$ cat src/fpep_pkg.sv
// package for flash program/erase protection: register map, field positions, reset values
// assumes a 32-bit axi4-lite register bus and a 20 MHz core clock
package fpep_pkg;
  // register byte offsets
  localparam logic [3:0] FPEP_CTRL1_OFS = 4'h0;
  localparam logic [3:0] FPEP_CTRL2_OFS = 4'h4;
  localparam logic [3:0] FPEP_EBS_OFS   = 4'h8;
  localparam logic [3:0] FPEP_STAT_OFS  = 4'hC;
  // flash_control_reg_one fields
  localparam int FPEP_C1_PROG  = 0;
  localparam int FPEP_C1_ERASE = 1;
  localparam int FPEP_C1_PGM_VFY = 2;
  localparam int FPEP_C1_ERS_VFY = 3;
  localparam int FPEP_C1_WREN    = 6;
  // flash_control_reg_two fields
  localparam int FPEP_C2_PGM_SET = 0;
  localparam int FPEP_C2_ERS_SET = 1;
  localparam int FPEP_C2_ERR     = 7;
  // status register fields
  localparam int FPEP_ST_HWP  = 0;
  localparam int FPEP_ST_SWP  = 1;
  localparam int FPEP_ST_ERRP = 2;
  localparam int FPEP_ST_PGM  = 3;
  localparam int FPEP_ST_ERS  = 4;
  localparam int FPEP_ST_VFY  = 5;
  // register widths and reset values
  localparam int FPEP_NBLK = 8;
  localparam logic [7:0] FPEP_C1_RST  = 8'h00;
  localparam logic [7:0] FPEP_C2_RST  = 8'h00;
  localparam logic [7:0] FPEP_EBS_RST = 8'h00;
  // writable bit masks
  localparam logic [7:0] FPEP_C1_WMASK = 8'h4F;
  localparam logic [7:0] FPEP_C2_WMASK = 8'h03;
  // axi responses
  localparam logic [1:0] FPEP_RESP_OKAY   = 2'h0;
  localparam logic [1:0] FPEP_RESP_SLVERR = 2'h2;
  // timing of the external reset, kept for reference by the surroundings
  localparam int FPEP_CLK_HZ          = 20000000;
  localparam int FPEP_RST_RUN_CYC     = 10;
  localparam int FPEP_RST_PWRON_MS    = 40;
  localparam int FPEP_RST_PWRON_CYC   = (FPEP_RST_PWRON_MS * (FPEP_CLK_HZ / 1000));
endpackage

$ cat src/fpep_cfg_if.sv
// carrier between the register slave and the protection core
// assumes both ends on core_clk
`timescale 1ns/1ps
interface fpep_cfg_if;
  logic       wr_c1;
  logic       wr_c2;
  logic       wr_ebs;
  logic [7:0] wdata;
  logic [7:0] c1;
  logic [7:0] c2;
  logic [7:0] ebs;
  logic [5:0] stat;
  modport slave (output wr_c1, output wr_c2, output wr_ebs, output wdata,
                 input c1, input c2, input ebs, input stat);
  modport core  (input wr_c1, input wr_c2, input wr_ebs, input wdata,
                 output c1, output c2, output ebs, output stat);
endinterface

$ cat src/fpep_axil.sv
// axi4-lite slave for the protection registers
// assumes a single-outstanding master; answers one cycle after both write halves arrive
//
// The register offsets and the AXI4-Lite slave port were chosen for this implementation.
`timescale 1ns/1ps
module fpep_axil
  import fpep_pkg::*;
(
  input  wire logic        core_clk,
  input  wire logic        rst_n,
  input  wire logic [3:0]  s_axi_awaddr,
  input  wire logic        s_axi_awvalid,
  output logic             s_axi_awready,
  input  wire logic [31:0] s_axi_wdata,
  input  wire logic [3:0]  s_axi_wstrb,
  input  wire logic        s_axi_wvalid,
  output logic             s_axi_wready,
  output logic [1:0]       s_axi_bresp,
  output logic             s_axi_bvalid,
  input  wire logic        s_axi_bready,
  input  wire logic [3:0]  s_axi_araddr,
  input  wire logic        s_axi_arvalid,
  output logic             s_axi_arready,
  output logic [31:0]      s_axi_rdata,
  output logic [1:0]       s_axi_rresp,
  output logic             s_axi_rvalid,
  input  wire logic        s_axi_rready,
  fpep_cfg_if.slave        cfg
);
  typedef struct packed {
    logic        aw_got;
    logic [3:0]  awaddr;
    logic        w_got;
    logic [7:0]  wdata;
    logic        wlane;
    logic        bvalid;
    logic [1:0]  bresp;
    logic        rvalid;
    logic [1:0]  rresp;
    logic [31:0] rdata;
  } fpep_axs_t;

  fpep_axs_t st_ff;
  fpep_axs_t nxt_st;
  logic      do_wr;
  logic      wr_ok;

  assign s_axi_awready = !st_ff.aw_got && !st_ff.bvalid;
  assign s_axi_wready  = !st_ff.w_got && !st_ff.bvalid;
  assign s_axi_arready = !st_ff.rvalid;
  assign s_axi_bvalid  = st_ff.bvalid;
  assign s_axi_bresp   = st_ff.bresp;
  assign s_axi_rvalid  = st_ff.rvalid;
  assign s_axi_rresp   = st_ff.rresp;
  assign s_axi_rdata   = st_ff.rdata;

  assign do_wr = st_ff.aw_got && st_ff.w_got && !st_ff.bvalid;
  assign wr_ok = (st_ff.awaddr == FPEP_CTRL1_OFS) || (st_ff.awaddr == FPEP_CTRL2_OFS) ||
                 (st_ff.awaddr == FPEP_EBS_OFS) || (st_ff.awaddr == FPEP_STAT_OFS);
  // a write with byte lane 0 disabled changes nothing but is still answered okay
  assign cfg.wr_c1  = do_wr && st_ff.wlane && (st_ff.awaddr == FPEP_CTRL1_OFS);
  assign cfg.wr_c2  = do_wr && st_ff.wlane && (st_ff.awaddr == FPEP_CTRL2_OFS);
  assign cfg.wr_ebs = do_wr && st_ff.wlane && (st_ff.awaddr == FPEP_EBS_OFS);
  assign cfg.wdata  = st_ff.wdata;

  always_comb begin
    nxt_st = st_ff;
    if (s_axi_awvalid && s_axi_awready) begin
      nxt_st.aw_got = 1'b1;
      nxt_st.awaddr = {s_axi_awaddr[3:2], 2'h0};
    end
    if (s_axi_wvalid && s_axi_wready) begin
      nxt_st.w_got = 1'b1;
      nxt_st.wdata = s_axi_wdata[7:0];
      nxt_st.wlane = s_axi_wstrb[0];
    end
    if (do_wr) begin
      nxt_st.aw_got = 1'b0;
      nxt_st.w_got  = 1'b0;
      nxt_st.bvalid = 1'b1;
      nxt_st.bresp  = wr_ok ? FPEP_RESP_OKAY : FPEP_RESP_SLVERR;
    end
    if (st_ff.bvalid && s_axi_bready) begin
      nxt_st.bvalid = 1'b0;
    end
    if (st_ff.rvalid && s_axi_rready) begin
      nxt_st.rvalid = 1'b0;
    end
    if (s_axi_arvalid && s_axi_arready) begin
      nxt_st.rvalid = 1'b1;
      nxt_st.rresp  = FPEP_RESP_OKAY;
      unique case ({s_axi_araddr[3:2], 2'h0})
        FPEP_CTRL1_OFS: nxt_st.rdata = {24'h000000, cfg.c1};
        FPEP_CTRL2_OFS: nxt_st.rdata = {24'h000000, cfg.c2};
        FPEP_EBS_OFS:   nxt_st.rdata = {24'h000000, cfg.ebs};
        FPEP_STAT_OFS:  nxt_st.rdata = {26'h0000000, cfg.stat};
        default: begin
          nxt_st.rdata = 32'h00000000;
          nxt_st.rresp = FPEP_RESP_SLVERR;
        end
      endcase
    end
  end

  always_ff @(posedge core_clk or negedge rst_n) begin
    if (!rst_n) begin
      st_ff <= '0;
    end else begin
      st_ff <= nxt_st;
    end
  end
endmodule

$ cat src/fpep_core.sv
// flash program/erase protection: hardware, software and error protection layers
// assumes cpu event strobes are on core_clk; the write-enable pin is asynchronous
`timescale 1ns/1ps
// Function
// - low write-enable pin clears control and block registers, keeps error flag, protects.
// - any reset or standby entry clears all registers and enters protection; here standby entry keeps the error flag set.
// - hardware protection blocks program, erase, verify and block selection.
// - software write-enable at zero protects all blocks, no program, erase, verify.
// - under software protection program or erase bit cannot start the mode.
// - erase allowed only on selected blocks; verify reads still allowed.
// - all-zero block select protects every block from program and erase.
// - error during program or erase sets error flag and error protection.
// - error keeps register contents but aborts program or erase at once.
// - in error protection program and erase bits cannot restart operation.
// - in error protection verify bits still settable and verify allowed.
// - flash read during program or erase sets error; data undefined.
// - non-reset exception start during program or erase sets error.
// - sleep instruction during program or erase sets error.
// - error protection persists until reset; writes never release it.
// - registers stay writable in error protection, cleared on software standby.
// - program or erase in progress exactly while program or erase bit is one.
// - no other abnormal operation sets the error flag.
// - no program or erase while write-enable pin is low.
// - modes entered through setup bits and program, erase, verify bits.
// - flash read data invalid while program or erase is under way.
module fpep_core
  import fpep_pkg::*;
(
  input  wire logic                 core_clk,
  input  wire logic                 rst_n,
  input  wire logic                 flash_write_enable_pin,
  input  wire logic                 standby_enter,
  input  wire logic                 soft_standby_enter,
  input  wire logic                 flash_read,
  input  wire logic                 exception_start,
  input  wire logic                 sleep_exec,
  fpep_cfg_if.core                  cfg,
  output logic                      program_drive,
  output logic                      erase_drive,
  output logic                      program_verify_drive,
  output logic                      erase_verify_drive,
  output logic [FPEP_NBLK-1:0]      erase_block_drive,
  output logic                      read_data_valid,
  output logic                      flash_error_flag
);
  typedef struct packed {
    logic       wen_meta;
    logic       wen_sync;
    logic [7:0] c1;
    logic [7:0] c2;
    logic [7:0] ebs;
    logic       err_flag;
  } fpep_cst_t;

  fpep_cst_t st_ff;
  fpep_cst_t nxt_st;
  logic      hw_prot;
  logic      sw_prot;
  logic      busy;
  logic      err_evt;
  logic      blk_any;

  assign hw_prot = !st_ff.wen_sync;
  assign sw_prot = !st_ff.c1[FPEP_C1_WREN];
  assign blk_any = |st_ff.ebs;
  assign busy = st_ff.c1[FPEP_C1_PROG] || st_ff.c1[FPEP_C1_ERASE];
  assign err_evt = busy && (flash_read || exception_start || sleep_exec);

  always_comb begin
    nxt_st = st_ff;
    // the first stage feeds only the second
    nxt_st.wen_meta = flash_write_enable_pin;
    nxt_st.wen_sync = st_ff.wen_meta;
    if (cfg.wr_c1) begin
      nxt_st.c1 = cfg.wdata & FPEP_C1_WMASK;
    end
    if (cfg.wr_c2) begin
      nxt_st.c2 = cfg.wdata & FPEP_C2_WMASK;
    end
    if (cfg.wr_ebs) begin
      nxt_st.ebs = cfg.wdata;
    end
    if (err_evt) begin
      nxt_st.err_flag = 1'b1;
    end
    // pin low or either standby entry clears all but the flag
    if (hw_prot || standby_enter || soft_standby_enter) begin
      nxt_st.c1  = FPEP_C1_RST;
      nxt_st.c2  = FPEP_C2_RST;
      nxt_st.ebs = FPEP_EBS_RST;
    end
  end

  always_ff @(posedge core_clk or negedge rst_n) begin
    if (!rst_n) begin
      st_ff <= '0;
    end else begin
      st_ff <= nxt_st;
    end
  end

  always_comb begin
    program_drive = st_ff.c1[FPEP_C1_PROG] && st_ff.c2[FPEP_C2_PGM_SET] && !hw_prot &&
                    !sw_prot && !st_ff.err_flag && !err_evt && blk_any;
    erase_drive   = st_ff.c1[FPEP_C1_ERASE] && st_ff.c2[FPEP_C2_ERS_SET] && !hw_prot &&
                    !sw_prot && !st_ff.err_flag && !err_evt && blk_any;
    program_verify_drive = st_ff.c1[FPEP_C1_PGM_VFY] && !hw_prot && !sw_prot;
    erase_verify_drive   = st_ff.c1[FPEP_C1_ERS_VFY] && !hw_prot && !sw_prot;
    erase_block_drive = erase_drive ? st_ff.ebs : '0;
    read_data_valid = !busy;
  end

  assign flash_error_flag = st_ff.err_flag;

  assign cfg.c1   = st_ff.c1;
  assign cfg.c2   = {st_ff.err_flag, st_ff.c2[6:0]};
  assign cfg.ebs  = st_ff.ebs;
  assign cfg.stat = {program_verify_drive || erase_verify_drive, erase_drive, program_drive,
                     st_ff.err_flag, sw_prot, hw_prot};
endmodule

$ cat src/fpep_top.sv
// top of the flash program/erase protection block
// assumes cpu strobes on core_clk and an axi4-lite master on the same clock
`timescale 1ns/1ps
module fpep_top
  import fpep_pkg::*;
(
  input  wire logic                 core_clk,
  input  wire logic                 rst_n,
  input  wire logic                 flash_write_enable_pin,
  input  wire logic                 standby_enter,
  input  wire logic                 soft_standby_enter,
  input  wire logic                 flash_read,
  input  wire logic                 exception_start,
  input  wire logic                 sleep_exec,
  input  wire logic [3:0]           s_axi_awaddr,
  input  wire logic                 s_axi_awvalid,
  output logic                      s_axi_awready,
  input  wire logic [31:0]          s_axi_wdata,
  input  wire logic [3:0]           s_axi_wstrb,
  input  wire logic                 s_axi_wvalid,
  output logic                      s_axi_wready,
  output logic [1:0]                s_axi_bresp,
  output logic                      s_axi_bvalid,
  input  wire logic                 s_axi_bready,
  input  wire logic [3:0]           s_axi_araddr,
  input  wire logic                 s_axi_arvalid,
  output logic                      s_axi_arready,
  output logic [31:0]               s_axi_rdata,
  output logic [1:0]                s_axi_rresp,
  output logic                      s_axi_rvalid,
  input  wire logic                 s_axi_rready,
  output logic                      program_drive,
  output logic                      erase_drive,
  output logic                      program_verify_drive,
  output logic                      erase_verify_drive,
  output logic [FPEP_NBLK-1:0]      erase_block_drive,
  output logic                      read_data_valid,
  output logic                      flash_error_flag
);
  fpep_cfg_if cfg ();

  fpep_axil u_axil (
    .core_clk      (core_clk),
    .rst_n         (rst_n),
    .s_axi_awaddr  (s_axi_awaddr),
    .s_axi_awvalid (s_axi_awvalid),
    .s_axi_awready (s_axi_awready),
    .s_axi_wdata   (s_axi_wdata),
    .s_axi_wstrb   (s_axi_wstrb),
    .s_axi_wvalid  (s_axi_wvalid),
    .s_axi_wready  (s_axi_wready),
    .s_axi_bresp   (s_axi_bresp),
    .s_axi_bvalid  (s_axi_bvalid),
    .s_axi_bready  (s_axi_bready),
    .s_axi_araddr  (s_axi_araddr),
    .s_axi_arvalid (s_axi_arvalid),
    .s_axi_arready (s_axi_arready),
    .s_axi_rdata   (s_axi_rdata),
    .s_axi_rresp   (s_axi_rresp),
    .s_axi_rvalid  (s_axi_rvalid),
    .s_axi_rready  (s_axi_rready),
    .cfg           (cfg.slave)
  );

  fpep_core u_core (
    .core_clk               (core_clk),
    .rst_n                  (rst_n),
    .flash_write_enable_pin (flash_write_enable_pin),
    .standby_enter          (standby_enter),
    .soft_standby_enter     (soft_standby_enter),
    .flash_read             (flash_read),
    .exception_start        (exception_start),
    .sleep_exec             (sleep_exec),
    .cfg                    (cfg.core),
    .program_drive          (program_drive),
    .erase_drive            (erase_drive),
    .program_verify_drive   (program_verify_drive),
    .erase_verify_drive     (erase_verify_drive),
    .erase_block_drive      (erase_block_drive),
    .read_data_valid        (read_data_valid),
    .flash_error_flag       (flash_error_flag)
  );
endmodule

$ cat config.mk
export PLATFORM = sky130hd
export DESIGN_NAME = fpep_top
export DESIGN_NICKNAME = d
export VERILOG_FILES = /design/src/fpep_pkg.sv /design/src/fpep_cfg_if.sv /design/src/fpep_axil.sv /design/src/fpep_core.sv /design/src/fpep_top.sv
export SDC_FILE = /design/constraint.sdc
export NUM_CORES = 1
export LEC_CHECK = 0
export ABC_AREA = 1
export BUFFER_PORTS_ARGS = -buffer_cell sky130_fd_sc_hd__buf_2
export CORE_AREA = 2 2 82 84
export DETAILED_ROUTE_END_ITERATION = 8
export DIE_AREA = 0 0 84 86
export PLACE_DENSITY = 0.82
export SLEW_MARGIN = 5
export SYNTH_ARGS = -nofsm -noshare
export SYNTH_HDL_FRONTEND = slang
export SYNTH_HIERARCHICAL = 1
export SYNTH_SLANG_ARGS = --single-unit
$ cat constraint.sdc
create_clock -name core_clk -period 4.6 [get_ports core_clk]
set_clock_uncertainty 0.2 [all_clocks]
set_input_delay 0.92 -clock core_clk [delete_from_list [all_inputs] [get_ports core_clk]]
set_output_delay 0.92 -clock core_clk [all_outputs]
set_load 0.01 [all_outputs]
==> impl_metrics.yaml <==
status:
  status: "finished clean"
power_and_ir_drop:
  vdd_drop_max_mv: 0.252
  p_leak_nw: 1.47
  powerDensity_mw_per_mm2: 377
  finalPower_mw: 1.04
global_route:
  overflow: 0
  grt_pass1_vias: 1948
  grt_pass1_wl_mm: 8.45
  antenna_found_initial: 0
  grt_max_degree: 43
  global_route.usage.total: 0.146
sta:
  relSlewSlack: 0.383
  finalCritPeriodShare: 0.633
  slew_viol_final: 0
  finalSetupViolations: 0
  min_period_ns: 2.91
  whs_ns: 0.151
  tightest_slew_ns: 0.925
  setup_tns_ns: 0
  clock.fmax_ghz: 0.343
  finalHoldViolations: 0
  rsz0062_at_grt: "no"
synthesis:
  netlist_instances: 353
  ys.warnings.count: 6
  synth_cell_types: 24
  synth-seq-cells: 42
  synthXorXnorAreaFrac: 0
  synth_fa_ha_area_frac: 0
  synth_mux_area_frac: 0
  netlist_area_sq_mm: 0.00276
  syn_area_per_cell_sq_um: 7.81
  synth_compound_area_frac: 0.0848
  synth_top_family_by_area: "buffers and inverters"
  ys_seq_area_frac: 0.381
  synthSimpleGateAreaFrac: 0.253
clocking:
  cts.repair.resized: 0
  path_clk_slew_ns: 0.08
  numClockSinks: 42
  clk_latency_ns: 0.30
  cts_tree: "done"
  clockBufferDepth: 2
  cts_hold_buf: 0
  cts_htree_levels: 2
  cts_buffers: 5
  cts_setup_buffers: 0
  ctsRootBufferMaster: "clkbuf_8"
critical_path:
  worstSetupPathType: "in -> out"
  start_kind: "input port"
  end_kind: "primary output"
  crit_required_ns: 3.48
  crit_fanout: 2
  rrSetupSlack_ns: 2.74
  crit_arrival_ns: 1.79
hold_path:
  hp-class: "reg -> reg"
drt:
  drcViolationCount: 0
  drt-total-wl_mm: 5.16
  antenna_left: 0
  detail_route.wl_per_cell_um: 11.6
  drt-pass1-iter-count: 5
  vias_per_cell: 4.43
  num_vias: 1976
  drt-initial-drc-count: 126
placement:
  hpwl_mm: 3.84
  place.gp.congestion: 0.830
  numPortBuffers: 53
floorplan:
  start_util: 0.439
  core_sq_mm: 0.00628
  std_cell_rows: 29
  die_w_um: 84
  chipHeight_um: 86
  num_io_pins: 112
  die_area_sq_mm: 0.00722
cells_and_area:
  n_antenna_cell: 0
  fill_cells: 645
  final_common_cell: "nand2_1"
  synthToLayoutAreaGrowth_pct: 0.181
  layout-drive-gt1-share: 0.257
  final-seq-area_sq_mm: 0.00105
  mostFrequentLayoutCells: "84 x nand2_1, 53 x buf_2, 42 x dfrtp_1"
  multiInputGateArea_sq_mm: 0.00106
  final_nets: 425
flow_run:
  max_cap_viol_count: 0
flip-flops by register name, indices dropped and copies added (netlist names):
signal / flops
u_axil/s_axi_rdata: 8
u_core/flash_error_flag: 1
u_core/cfg.ebs: 8
u_axil/st_ff: 5
u_axil/s_axi_rvalid: 1
u_core/cfg.c1: 5
u_core/nxt_st: 1
u_axil/s_axi_bresp: 1
u_axil/s_axi_bvalid: 1
u_core/st_ff: 1
u_axil/cfg.wdata: 8
u_core/cfg.c2: 2
layer usage:
metal	vias up	wire length [um]	track usage
met5	-	0	0
met4	0	68	0.0557
met3	9	299	0.0346
met2	70	2550	0.261
met1	891	2240	0.169
li1	1006	-	-
worst max-delay path, cell delays in order:
cell and delay (ns):
buf_2 0.09, nor2_1 0.09, nand2_1 0.05, nand2_1 0.09, nand2_1 0.09, nor3_1 0.26, buf_2 0.20
final cells by class:
type,count,area share
flip-flops and latches,42,0.380
well taps,77,0.0349
multi-input cells,221,0.385
repair buffers,54,0.0987
clock buffers,5,0.0249
inverters,44,0.0616
clock inverters,3,0.0145
power by group:
group,leakage [nW],switching (mW),internal (mW)
sequential,0.539,0.0469,0.443
combinational,0.877,0.172,0.0905
clock,0.0579,0.129,0.160
total,1.47,0.349,0.693
worst paths after layout:
kind	from	endpoint	cells after the start
min	u_core/nxt_st[25]	u_core/st_ff[25]	0
max reg2reg	u_axil/s_axi_bvalid	u_core/cfg.c1[2]	8
min in group asynchronous	rst_n	u_axil/cfg.wdata[7]	1
min reg2reg	u_core/nxt_st[25]	u_core/st_ff[25]	0
max	exception_start	program_drive	7
max in group asynchronous	rst_n	u_axil/s_axi_rdata[6]	1
metrics by stage:
step                      worst slack, ns  std cells   util  area (sq um)
after detailed placement             1.69        438  0.423          2650
after CTS                            1.68        446  0.440          2760
after global placement               1.66        438  0.423          2650
after floorplan                      1.98        386      -          2880
final                                1.69        446  0.440          2760
after global routing                 1.60        446  0.440          2760
kinds of logic after synthesis:
group           count (synthesis)
compound gates                 30
other cells                     2
flops                          42
simple gates                  156
buf+inv                       123
synthesized netlist by cell type (all sizes together):
| cell | count | area share |
|---|---|---|
| nand2 | 89 | 0.13 |
| buf | 79 | 0.22 |
| inv | 44 | 0.062 |
| dfrtp | 42 | 0.38 |
| nand3 | 29 | 0.053 |
| nor2 | 28 | 0.047 |
| o21ai | 15 | 0.045 |
| a21oi | 10 | 0.020 |
| nor3 | 8 | 0.015 |
| o21bai | 5 | 0.020 |
| conb | 2 | 0.0027 |
| nand4 | 1 | 0.0023 |
| nor4 | 1 | 0.0023 |
(Power assumes the default switching activity.)
